--- src/inc/smec_pkg.sv ---
// Constants and types shared by the secure mode entry and setup logic
`default_nettype none
package smec_pkg;
  // Core clock rate and interrupt pulse times
  localparam int CLK_MHZ = 100;
  localparam int INT_LONG_US = 100;
  localparam int INT_SHORT_US = 25;
  localparam int INT_LONG_CYC = INT_LONG_US * CLK_MHZ;
  localparam int INT_SHORT_CYC = INT_SHORT_US * CLK_MHZ;
  // Longest watchdog timeout reachable in extended-watchdog mode, seconds
  localparam int WD_EXT_MAX_S = 32;
  // Serial frame layout
  localparam int FRAME_BITS = 16;
  localparam int FRAME_WR_BIT = 14;
  localparam int FRAME_PAR_BIT = 8;
  localparam logic [4:0] ADDR_MISC = 5'h08;
  localparam logic [4:0] ADDR_SPECIAL = 5'h09;
  localparam logic [15:0] READ_KEY_CMD = 16'h1300;
  // Setup register fields and reset value
  localparam int MISC_KEYREQ = 7;
  localparam int MISC_PARITY = 6;
  localparam int MISC_INTLVL = 5;
  localparam int MISC_INTW = 4;
  localparam int MISC_HALFWD = 3;
  localparam int MISC_OVR = 2;
  localparam logic [7:0] MISC_RESET = 8'h00;
  // Target codes of the special-mode register
  localparam logic [1:0] TGT_RESET = 2'h0;
  localparam logic [1:0] TGT_CONFIG = 2'h1;
  localparam logic [1:0] TGT_XWD = 2'h2;
  // Key generator seed, any nonzero value
  localparam logic [5:0] KEY_SEED = 6'h2d;
  // Device modes
  typedef enum logic [3:0] {
    SMEC_NORMAL = 4'b0001,
    SMEC_CONFIG = 4'b0010,
    SMEC_XWD = 4'b0100,
    SMEC_RESET = 4'b1000
  } smec_mode_t;
endpackage : smec_pkg
`default_nettype wire

--- src/hdl/smec_int_pulse.sv ---
// Interrupt pin shaper: timed low pulse or held low level
`default_nettype none
module smec_int_pulse
  import smec_pkg::*;
#(
  parameter int LONG_CYC = INT_LONG_CYC,
  parameter int SHORT_CYC = INT_SHORT_CYC
) (
  input wire logic core_clk,
  input wire logic rst_n,
  input wire logic clkEn,
  input wire logic trigger,
  input wire logic levelMode,
  input wire logic shortWidth,
  input wire logic intAck,
  output logic intN
);
  logic [15:0] cnt;
  wire logic [15:0] loadCnt = shortWidth ? 16'(SHORT_CYC - 1) : 16'(LONG_CYC - 1);
  wire logic busy = ~intN;

  // Pulse countdown, or hold until acknowledged in level mode
  always_ff @(posedge core_clk or negedge rst_n) begin
    if (!rst_n) begin
      intN <= 1'b1;
      cnt <= 16'h0000;
    end else if (clkEn) begin
      if (trigger && !busy) begin
        intN <= 1'b0;
        cnt <= loadCnt;
      end else if (busy && levelMode) begin
        if (intAck && !trigger) intN <= 1'b1;
      end else if (busy) begin
        if (cnt == 16'h0000) intN <= 1'b1;
        else cnt <= cnt - 16'h0001;
      end
    end
  end
endmodule : smec_int_pulse
`default_nettype wire

--- src/hdl/smec_top.sv ---
// Secured special-mode entry and miscellaneous setup register
`default_nettype none
// Function
// - Key bit gates low-power entry on key
// - Parity bit checked on writes when enabled
// - Interrupt pin pulses or holds low level
// - Pulse width 100 us or 25 us
// - Half-period interrupt in extended-watchdog mode
// - Override field decodes to fail-safe scheme
// - Strap mismatch sets debug-resistor flag
// - Software scheme overrides strap when enabled
// - Target field selects reset, config, watchdog
// - Write carries inverse of last key, low four bits only for fail-safe
// - Config entry from normal mode by write or from reset mode on exit
// - Fail-safe pin set low only in config, held until reset
// - Reset and watchdog entry use exchange
// - Extended-watchdog mode allows 32 s timeout
// - Setup writes accepted only in config
module smec_top
  import smec_pkg::*;
#(
  parameter int INT_LONG = INT_LONG_CYC
) (
  input wire logic core_clk,
  input wire logic rst_n,
  input wire logic clkEn,
  input wire logic spiCsN,
  input wire logic spiSclk,
  input wire logic spiMosi,
  output logic spiMiso,
  input wire logic [1:0] strapScheme,
  input wire logic modeExit,
  input wire logic wdHalfElapsed,
  input wire logic intEvent,
  input wire logic intAck,
  input wire logic lpEntryReq,
  input wire logic lpKeyOk,
  input wire logic dbgResClr,
  output logic intN,
  output logic safeN,
  output logic [3:0] modeState,
  output logic wdExtendEn,
  output logic [1:0] failSafeScheme,
  output logic dbgResFlag,
  output logic lpEntryGrant,
  output logic frameErr
);
  smec_mode_t mode;
  smec_mode_t next_mode;
  logic [7:0] misc;
  logic [5:0] lfsr;
  logic [5:0] keyQ;
  logic keyValid;
  logic sclkQ;
  logic csQ;
  logic [15:0] rxSr;
  logic [15:0] txSr;
  logic [4:0] bitCnt;

  // Serial pin edges, pins are synchronous to the core clock
  wire logic sclkRise = spiSclk & ~sclkQ;
  wire logic sclkFall = ~spiSclk & sclkQ;
  wire logic csFall = ~spiCsN & csQ;
  wire logic frameEnd = spiCsN & ~csQ & (bitCnt == 5'(FRAME_BITS));
  wire logic midFrame = ~spiCsN & sclkFall & (bitCnt == 5'(FRAME_BITS / 2));

  // Frame fields
  wire logic isWrite = rxSr[FRAME_WR_BIT];
  wire logic [4:0] addr = rxSr[13:9];
  wire logic [7:0] data = rxSr[7:0];
  wire logic [4:0] earlyAddr = rxSr[5:1];
  wire logic keyRead = (rxSr[7:0] == READ_KEY_CMD[15:8]);
  wire logic parityOk = ~misc[MISC_PARITY] | ~(^rxSr);
  wire logic wrOk = frameEnd & isWrite & parityOk;
  wire logic miscWr = wrOk & (addr == ADDR_MISC);
  wire logic specWr = wrOk & (addr == ADDR_SPECIAL) & keyValid;
  wire logic keyInv = (data[5:0] == ~keyQ);
  wire logic keySafe = (data[5:0] == {keyQ[5:4], ~keyQ[3:0]});
  wire logic [1:0] tgt = data[7:6];

  // override code to scheme number, B3=3 down to A=0
  wire logic [1:0] swScheme = ~misc[1:0];
  wire logic ovrOn = misc[MISC_OVR];
  wire logic strapMismatch = ovrOn & (swScheme != strapScheme);
  wire logic halfInt = wdHalfElapsed & misc[MISC_HALFWD] & (mode == SMEC_XWD);
  wire logic intTrig = intEvent | halfInt | (strapMismatch & ~dbgResFlag);
  wire logic safeReq = specWr & (tgt == TGT_CONFIG) & keySafe & (mode == SMEC_CONFIG);

  // Mode sequencing
  always_comb begin
    next_mode = mode;
    case (mode)
      SMEC_NORMAL: begin
        if (specWr && tgt == TGT_CONFIG && keyInv) next_mode = SMEC_CONFIG;
      end
      SMEC_CONFIG: begin
        if (modeExit) next_mode = SMEC_NORMAL;
      end
      SMEC_XWD: begin
        if (modeExit) next_mode = SMEC_NORMAL;
      end
      SMEC_RESET: begin
        if (modeExit) next_mode = SMEC_CONFIG;
      end
      default: next_mode = SMEC_CONFIG;
    endcase
    if (mode != SMEC_RESET && specWr && keyInv) begin
      if (tgt == TGT_RESET) next_mode = SMEC_RESET;
      else if (tgt == TGT_XWD) next_mode = SMEC_XWD;
    end
  end

  // Mode register
  always_ff @(posedge core_clk or negedge rst_n) begin
    if (!rst_n) mode <= SMEC_CONFIG;
    else if (clkEn) mode <= next_mode;
  end

  // Serial receive, transmit and bit counting
  always_ff @(posedge core_clk or negedge rst_n) begin
    if (!rst_n) begin
      sclkQ <= 1'b0;
      csQ <= 1'b1;
      rxSr <= 16'h0000;
      txSr <= 16'h0000;
      bitCnt <= 5'h00;
    end else if (clkEn) begin
      sclkQ <= spiSclk;
      csQ <= spiCsN;
      if (csFall) begin
        bitCnt <= 5'h00;
        txSr <= 16'h0000;
      end else if (!spiCsN && sclkRise) begin
        rxSr <= {rxSr[14:0], spiMosi};
        bitCnt <= bitCnt + 5'h01;
      end else if (midFrame) begin
        // key in low byte of read answer
        if (keyRead) txSr <= {2'h0, lfsr, 8'h00};
        else if (!rxSr[6] && earlyAddr == ADDR_MISC) txSr <= {misc, 8'h00};
        else txSr <= 16'h0000;
      end else if (!spiCsN && sclkFall && bitCnt != 5'h00) begin
        txSr <= {txSr[14:0], 1'b0};
      end
    end
  end

  // Random key generator and captured key
  always_ff @(posedge core_clk or negedge rst_n) begin
    if (!rst_n) begin
      lfsr <= KEY_SEED;
      keyQ <= 6'h00;
      keyValid <= 1'b0;
    end else if (clkEn) begin
      lfsr <= {lfsr[4:0], lfsr[5] ^ lfsr[4]};
      if (midFrame && keyRead) keyQ <= lfsr;
      // key armed by a complete read frame
      if (frameEnd && rxSr == READ_KEY_CMD) keyValid <= 1'b1;
      else if (specWr) keyValid <= 1'b0;
    end
  end

  // Setup register and status outputs
  always_ff @(posedge core_clk or negedge rst_n) begin
    if (!rst_n) begin
      misc <= MISC_RESET;
      safeN <= 1'b1;
      dbgResFlag <= 1'b0;
      lpEntryGrant <= 1'b0;
      frameErr <= 1'b0;
      modeState <= 4'(SMEC_CONFIG);
      wdExtendEn <= 1'b0;
      failSafeScheme <= 2'h0;
    end else if (clkEn) begin
      if (miscWr && mode == SMEC_CONFIG) misc <= data;
      if (safeReq) safeN <= 1'b0;
      if (strapMismatch) dbgResFlag <= 1'b1;
      else if (dbgResClr) dbgResFlag <= 1'b0;
      lpEntryGrant <= lpEntryReq & (~misc[MISC_KEYREQ] | lpKeyOk);
      frameErr <= frameEnd & isWrite & ~parityOk;
      modeState <= 4'(next_mode);
      wdExtendEn <= (next_mode == SMEC_XWD);
      failSafeScheme <= ovrOn ? swScheme : strapScheme;
    end
  end

  assign spiMiso = txSr[15];

  // Interrupt pin shaper
  smec_int_pulse #(
    .LONG_CYC(INT_LONG),
    .SHORT_CYC(INT_SHORT_CYC)
  ) uIntPulse (
    .core_clk(core_clk),
    .rst_n(rst_n),
    .clkEn(clkEn),
    .trigger(intTrig),
    .levelMode(misc[MISC_INTLVL]),
    .shortWidth(misc[MISC_INTW]),
    .intAck(intAck),
    .intN(intN)
  );
endmodule : smec_top
`default_nettype wire

--- config.mk ---
export PLATFORM = sky130hd
export DESIGN_NAME = smec_top
export DESIGN_NICKNAME = d
export VERILOG_FILES = /design/src/inc/smec_pkg.sv /design/src/hdl/smec_int_pulse.sv /design/src/hdl/smec_top.sv
export SDC_FILE = /design/constraint.sdc
export NUM_CORES = 1
export LEC_CHECK = 0
export BUFFER_PORTS_ARGS = -buffer_cell sky130_fd_sc_hd__buf_4
export CAP_MARGIN = 20
export CORE_MARGIN = 4
export CORE_UTILIZATION = 25
export CTS_CLUSTER_SIZE = 25
export DETAILED_ROUTE_END_ITERATION = 8
export SLEW_MARGIN = 20
export SYNTH_ARGS = -nofsm -noshare
export SYNTH_HDL_FRONTEND = slang
export SYNTH_SLANG_ARGS = --single-unit
--- constraint.sdc ---
create_clock -name core_clk -period 2.2 [get_ports core_clk]
set_input_delay 0.55 -clock core_clk [delete_from_list [all_inputs] [get_ports core_clk]]
set_output_delay 0.55 -clock core_clk [all_outputs]
set_load 0.02 [all_outputs]
==> summary.txt, run 1 <==
Status - complete, but fails checks
Failing checks - setup timing
DR WL met2 - 5780 µm
Drt via density - 4.73
Total gr overflow - 0
Vias in the first global route - 3836
Lkg Pwr - 2.55 nW
Final worst slack - -0.0908 ns
Worst path required time - 2.47 ns
Layout Utilization - 0.346
# setup viols final - 9
RSZ-0062 raised after global routing - yes
Pwr Density - 1020 nW/µm²
Sequential fraction of the synthesis area - 0.461
Gpl congestion - 0.840
R2R depth - 9
Tot Pwr - 6.09 mW
Multiplexer share of the synthesized area - 0.0645
Crit. End Element - register
Synth Area in Adders - 0.0430
Row count - 48
Initial Util - 0.253
Reg-to-reg endpoint - wdExtendEn
Initial antenna violation count - 0
Syn nets - 479
Met1 wire length - 4920 µm
Highest routed layer - met4
Most common cell in the synthesized netlist - dfrtp_1
Hold Crit Class - in2async
Syn Inst Count - 449
Pre-Repair DR Iteration Count - 4
Hold Slack - 0.0802 ns
Net count, final - 573
Mean post-synth cell area - 9.73 µm²
Routed vias - 3660
Post-synth top cells - 72 x dfrtp_1, 58 x nand2_1, 49 x o21ai_0, 26 x inv_1, 25 x mux2_2
Crit-path max FO - 2
TritonCTS Buffers - 9
Worst clock skew - 0.00594 ns
Synth unique cells - 50
Synth Area in Compound Gates - 0.153
CTS tree - built
EDFF count, synth - 0
Crit path DAT - 2.56 ns
Synth area leaders - dfrtp_1 41%, mux2_2 6.4%, o21ai_0 5.6%
Residual DRC - 0
Post-route cell area - 5960 µm²
Wirelength per Cell - 14.4 µm
Gr usage total - 0.115
WL final - 11100 µm
Max Freq - 437 MHz
Diode count - 0
First-pass GRT wire length - 18700 µm
Post-route ant nets - 0
Die Ht - 140 µm
HPWL after detailed placement - 8050 µm
Final worst-path cycle share - 1.04
Slew Viols, Final - 0
Largest family of logic cells by synthesized area - simple AND/OR/NAND/NOR gates
I/O Buffers - 27
Worst R2R Setup Slack - -0.09 ns
Cts hold-fix bufs - 0
Critical Path Start Type - register
DIE AREA - 19600 µm²
Initial DRC count - 229
Final Hold Fails - 0
CTS Buffer Depth - 2
Ratio of cells with drive above 1 in the final layout - 0.372
Area leader, netlist - dfrtp_1
Max-cap violation count - 0
Asr flop ratio synth - 1.00
Largest net degree at the start of global routing - 45
Core area - 17200 µm²
# H-tree levels - 3
Setup TNS - -0.225 ns
Final min period - 2.29 ns
Synth Warn # - 0
I/O Pins - 28
Most used DFF post-synth - dfrtp_1
Post-Syn Area - 4370 µm²
Post-synthesis xor/xnor area fraction - 0.0501
Die W - 140 µm
Post-Synth Simple-Gate Area - 0.187
WL met3 - 309 µm
Root Driver - clkbuf_16
Worst slew margin - 0.651
VDD IR max - 0.524 mV
R2R Path Start - rxSr[1]
Placed inst area - 5300 µm²
Synth top area share - 0.413
Clk Latency, worst-skew pair - 0.34 ns
Worst Setup Path Type - reg2reg
#FFs+latches synth - 80
Slew @ Worst Pin - 0.524 ns
CTS sink cnt - 80
CTS clk-pin slew, worst paths - 0.06 ns
Area growth from synthesis to layout - 36.4%
critical path, stage by stage, from the launching register on:
cell and delay, ns:
dfrtp_1 0.39, buf_6 0.13, xnor2_1 0.12, nor3_2 0.22
buf_4 0.15, nand4_1 0.11, or4_4 0.58, o21ai_4 0.18
a2111o_1 0.15, o2111a_1 0.18
per-stage QoR:
step                      instances  setup slack, ns
after floorplan                 449           -0.124
after global placement          749          -0.0841
after detailed placement        749           -0.141
after CTS                       769           -0.133
after global routing            773           -0.176
final                           773          -0.0908
cell families (layout without fill, tap and decap cells):
group,after synthesis,after routing
muxes,25,25
adders and majority gates,15,15
DFF,80,80
xor gates and xnor gates,25,25
and+or+nand+nor,147,147
buffers and inverters,47,145
AOI/OAI and AO/OA,110,111
flip-flops by register name, summed over array words and instances (netlist names):
signal          cells
txSr                8
keyQ                6
dbgResFlag          1
keyValid            1
safeN               1
rxSr               16
modeState           4
uIntPulse.cnt      16
bitCnt              5
lpEntryGrant        1
uIntPulse.intN      1
frameErr            1
wdExtendEn          1
csQ                 1
lfsr                6
misc                8
sclkQ               1
failSafeScheme      2
cell type report:
class | count | area (µm²)
inverter | 26 | 97.6
clock buffer | 11 | 243
sequential | 80 | 2010
multi-input combinational | 323 | 2470
timing repair buffer | 103 | 793
tap | 225 | 282
clock inverter | 5 | 57.6
fill | 1701 | 11300
timing repair:
item                       in CTS  in global routing
setup buffers                   4                  3
setup endpoints to repair      16                 39
cloned                          0                  1
pin swaps                      14                  7
gates resized for setup        22                 31
metal layers:
layer	track usage	vias to the layer above
li1	-	1782
met1	0.143	1818
met2	0.201	48
met3	0.0225	12
met4	0.0331	0
met5	0	-
worst max path at each step:
stage	start	to	slack, ns
after CTS	rxSr[2]	wdExtendEn	-0.13
after floorplan	rxSr[1]	misc[0]	-0.12
after detailed placement	bitCnt[0]	wdExtendEn	-0.14
final	rxSr[1]	wdExtendEn	-0.09
after global placement	rxSr[2]	wdExtendEn	-0.08
after global routing	rxSr[3]	wdExtendEn	-0.18
layout by cell type, fill, tap and decap left out, drive strengths merged, types with 5 or more instances in the layout:
cell	netlist	final
o21ai	52	52
nor2	21	21
nand4	10	10
nor3	11	11
xor2	6	6
buf	7	103
mux2	25	25
clkbuf	14	11
xnor2	19	19
ha	15	15
a31oi	8	8
inv	26	26
o22a	5	5
nor2b	5	5
nand2	58	58
nand3	7	7
a21oi	22	22
dfrtp	72	72
nand2b	5	5
nor4	9	9
dfstp	8	8
where the power goes:
group          switching (mW)  internal, mW  total (mW)
sequential              0.262          1.81        2.07
combinational            1.19          1.32        2.51
clock                   0.601         0.908        1.51
Power figures use the tool's default switching activity.
==> run 2: changes to the inputs <==
--- a/config.mk
+++ b/config.mk
@@ -9,6 +9,7 @@
 export CAP_MARGIN = 20
 export CORE_MARGIN = 4
 export CORE_UTILIZATION = 25
+export CTS_BUF_LIST = sky130_fd_sc_hd__clkbuf_4 sky130_fd_sc_hd__clkbuf_8
 export CTS_CLUSTER_SIZE = 25
 export DETAILED_ROUTE_END_ITERATION = 8
 export SLEW_MARGIN = 20
==> summary.txt, run 2 (same netlist as run 1, synthesis figures left out) <==
Status - complete, but fails checks
Failing checks - setup timing
DIE AREA - 19600 µm²
Root Driver - clkbuf_8
Row count - 48
Die Ht - 140 µm
Post-route ant nets - 0
R2R Path Start - rxSr[8]
HPWL after detailed placement - 8050 µm
Dpl ws - -0.141 ns
CTS sink cnt - 80
Crit. End Element - register
# setup viols final - 9
Worst R2R Setup Slack - -0.11 ns
Worst slew margin - 0.645
Biggest regs - rxSr: 16 flops, uIntPulse.cnt: 16 flops
WL final - 11300 µm
Drt via density - 4.76
Most frequent cells in the layout - 105 x buf_4, 72 x dfrtp_1, 57 x nand2_1, 44 x o21ai_0, 22 x a21oi_1
Initial DRC count - 224
Final worst-path cycle share - 1.05
Gpl congestion - 0.840
Max-cap violation count - 0
Hold Crit Class - in2async
Net count, final - 581
Final min period - 2.31 ns
TritonCTS Buffers - 9
First-pass GRT wire length - 18600 µm
Setup TNS - -0.833 ns
CP most frequent cell - xnor2_2
RSZ-0062 raised after global routing - yes
Pwr Density - 958 nW/µm²
Die W - 140 µm
Final worst slack - -0.109 ns
Non-Filler Instances - 781
Critical Path Start Type - register
I/O Buffers - 27
Instance count on the critical path - 8
Clk Latency, worst-skew pair - 0.36 ns
Worst path required time - 2.45 ns
Commonest non-fill, non-tap cell in the layout - buf_4
CP max stage delay - 0.40 ns
Largest net degree at the start of global routing - 45
Initial antenna violation count - 0
Residual DRC - 0
Total gr overflow - 0
# H-tree levels - 3
Worst path cell trace - ha_1 -> xnor2_2 -> xnor2_2 -> xnor2_2 -> and2_4 -> nor4_4 -> buf_6 -> mux2_4
Gr usage total - 0.115
Crit-path max FO - 5
Core area - 17200 µm²
Worst Setup Path Type - reg2reg
Ratio of cells with drive above 1 in the final layout - 0.394
Crit path DAT - 2.56 ns
Initial Util - 0.253
CTS Buffer Depth - 2
Final Hold Fails - 0
Lkg Pwr - 2.57 nW
Dpl cells - 749
Max Freq - 433 MHz
Slew @ Worst Pin - 0.532 ns
Wirelength per Cell - 14.4 µm
Pre-Repair DR Iteration Count - 4
Diode count - 0
Area growth from synthesis to layout - 36.1%
Reg-to-reg endpoint - misc[1]
I/O Pins - 28
Post-route cell area - 5940 µm²
CP top delay family - simple AND/OR/NAND/NOR gates
Filler cells - 1701
Vias in the first global route - 3858
VDD IR max - 0.514 mV
Routed vias - 3715
Worst clock skew - 0.00490 ns
Placed inst area - 5300 µm²
Slew Viols, Final - 0
R2R depth - 8
CP Buf/Inv Count - 1
Critical path's slowest cell - dfrtp_1
CTS tree - built
CTS clk-pin slew, worst paths - 0.08 ns
[run 2: layout make-up]
cell class | instances | area (µm²) | area share
multi-input cells | 323 | 2480 | 0.418
flip-flops and latches | 80 | 2010 | 0.339
repair buffers | 111 | 865 | 0.145
well taps | 225 | 282 | 0.0474
clock buffers | 11 | 145 | 0.0244
inverters | 26 | 97.6 | 0.0164
clock inverters | 5 | 57.6 | 0.00968
[run 2: per-layer routing]
layer / share of wire / vias to the layer above / GRT usage
li1: - / 1799 / -
met1: 0.44 / 1848 / 0.142
met2: 0.51 / 52 / 0.198
met3: 0.027 / 16 / 0.0208
met4: 0.018 / 0 / 0.0433
met5: 0 / - / 0
[run 2: where the power goes]
part	switching [mW]	internal, mW	total, mW
clock	0.553	0.566	1.12
sequential	0.258	1.81	2.07
combinational	1.19	1.32	2.51
[run 2: worst register-to-register path, cell delays in order, from the launching register on]
cell	delay, ns
dfrtp_1	0.40
ha_1	0.31
xnor2_2	0.16
xnor2_2	0.16
xnor2_2	0.16
and2_4	0.19
nor4_4	0.32
buf_6	0.19
mux2_4	0.31
[run 2: timing repair]
action / in CTS / in global routing
cloned: 0 / 2
hold buffers: 0 / 0
gates resized for setup: 23 / 43
pin swaps: 14 / 13
endpoints found under the setup margin: 16 / 37
buffers inserted: 5 / 9
[run 2: how the worst max path moves through the flow]
stage          startpoint         end  slack, ns
5_1_grt         bitCnt[1]  wdExtendEn      -0.20
3_5_place_dp    bitCnt[0]  wdExtendEn      -0.14
4_1_cts           rxSr[2]  wdExtendEn       -0.1
3_3_place_gp      rxSr[2]  wdExtendEn      -0.08
2_1_floorplan     rxSr[1]     misc[0]      -0.12
6_report          rxSr[8]     misc[1]      -0.11
[run 2: stage by stage]
step            util  power (mW)  hold slack (ns)
5_1_grt        0.345        6.07           0.0373
2_1_floorplan      -        3.21            0.254
3_5_place_dp   0.308        3.96            0.435
3_3_place_gp   0.308        3.90            0.430
6_report       0.345        5.70           0.0500
4_1_cts        0.328        5.23           0.0361
==> run 3: changes to the inputs <==
--- a/config.mk
+++ b/config.mk
@@ -12,6 +12,7 @@
 export CTS_BUF_LIST = sky130_fd_sc_hd__clkbuf_4 sky130_fd_sc_hd__clkbuf_8
 export CTS_CLUSTER_SIZE = 25
 export DETAILED_ROUTE_END_ITERATION = 8
+export REMOVE_ABC_BUFFERS = 1
 export SLEW_MARGIN = 20
 export SYNTH_ARGS = -nofsm -noshare
 export SYNTH_HDL_FRONTEND = slang
==> summary.txt, run 3 (same netlist as run 1, synthesis figures left out) <==
WL final - 11500 µm
VDD IR max - 0.556 mV
DIE AREA - 19600 µm²
Diode count - 0
Die Ht - 140 µm
Drt via density - 4.77
Non-Filler Instances - 783
Status - complete, but fails checks
Final min period - 2.24 ns
Final Hold Fails - 0
GRT met3 Usage - 0.0287
Dpl cells - 752
Cts hold-fix bufs - 0
Row count - 48
Tot Pwr - 6.17 mW
Net count, final - 583
I/O Pins - 28
Worst path required time - 2.47 ns
Clk Latency, worst-skew pair - 0.37 ns
Worst Setup Path Type - reg2reg
Post-route cell area - 6060 µm²
Setup TNS - -0.0395 ns
Slew @ Worst Pin - 0.577 ns
Dpl ws - -0.154 ns
Hold Crit Class - in2async
Routing usage on met2 - 0.197
Wirelength per Cell - 14.7 µm
I/O Buffers - 27
Slew Viols, Final - 0
# H-tree levels - 3
CTS clk-pin slew, worst paths - 0.08 ns
Gpl congestion - 0.836
Pre-Repair DR Iteration Count - 4
Root Driver - clkbuf_8
Crit path DAT - 2.51 ns
CTS sink cnt - 80
Worst clock skew - 0.00880 ns
Critical Path Start Type - register
Crit-path max FO - 3
TritonCTS Buffers - 9
Pwr Density - 1020 nW/µm²
Most frequent cells in the layout - 103 x buf_4, 72 x dfrtp_1, 57 x nand2_1, 47 x o21ai_0, 22 x a21oi_1
Final worst-path cycle share - 1.02
Crit. End Element - register
GR peak layer - met2
Global routing met1 resource utilization - 0.143
Biggest regs - rxSr: 16 flops, uIntPulse.cnt: 16 flops
Commonest non-fill, non-tap cell in the layout - buf_4
Residual DRC - 0
Initial Util - 0.253
Initial DRC count - 141
Core area - 17200 µm²
Vias in the first global route - 3834
Max-cap violation count - 0
Routed vias - 3735
Lkg Pwr - 2.59 nW
Gr usage total - 0.117
Ratio of cells with drive above 1 in the final layout - 0.400
RSZ-0062 raised after global routing - yes
Total gr overflow - 0
Die W - 140 µm
Worst slew margin - 0.615
Failing checks - setup timing
Max Freq - 447 MHz
Post-route ant nets - 0
Final worst slack - -0.0395 ns
Area growth from synthesis to layout - 38.7%
Placed inst area - 5350 µm²
CTS tree - built
HPWL after detailed placement - 8170 µm
# setup viols final - 1
Largest net degree at the start of global routing - 39
Initial antenna violation count - 0
First-pass GRT wire length - 18700 µm
CTS Buffer Depth - 2
==> run 3: critical path: stages (launching register included) <==
cell	delay [ns]
dfrtp_1	0.40
inv_2	0.08
ha_4	0.22
xnor2_4	0.15
xnor2_2	0.15
xnor2_2	0.16
a21o_1	0.22
o31a_1	0.24
or3_4	0.38
o2111a_1	0.15
==> run 3: area by class of cell <==
type	count	area [µm²]
repair buffers	113	912
multi-input cells	323	2530
well taps	225	282
clock inverters	5	80.1
fillers	1707	11200
flip-flops and latches	80	2010
clock buffers	11	145
inverters	26	97.6
==> run 3: where the power goes <==
part	leakage [nW]	internal [mW]	switching (mW)	total (mW)
combinational	1.48	1.55	1.31	2.86
sequential	1.00	1.81	0.267	2.08
clock	0.109	0.681	0.561	1.24
==> run 3: stage by stage <==
| step | utilization | hold slack (ns) |
|---|---|---|
| 6_report | 0.351 | 0.148 |
| 5_1_grt | 0.351 | 0.179 |
| 4_1_cts | 0.337 | 0.144 |
| 3_5_place_dp | 0.310 | 0.456 |
| 3_3_place_gp | 0.310 | 0.454 |
| 2_1_floorplan | - | 0.254 |
==> run 3: per-layer routing <==
layer  up-vias  share of wire  wire length, µm
li1       1815              -                -
met1      1834           0.43             4940
met2        61           0.51             5880
met3        25          0.029              336
met4         0          0.030              350
met5         -              0                0
==> run 3: timing repair <==
item	4_1_cts	5_1_grt
endpoints found under the hold margin	0	0
pin swaps	21	21
gates cloned	1	1
setup buffers	9	4
setup endpoints to repair	13	30
resized for setup	34	38
==> run 3: final timing paths <==
path,from,endpoint,slack [ns],depth (start not counted)
max,rxSr[7],wdExtendEn,-0.04,9
min,rst_n,uIntPulse.cnt[12],0.15,1
max reg2reg,rxSr[7],wdExtendEn,-0.04,9
min reg2reg,safeN,safeN,0.47,1
max in group asynchronous,rst_n,lfsr[0],1.42,2
min in group core_clk,spiMosi,rxSr[0],0.39,3
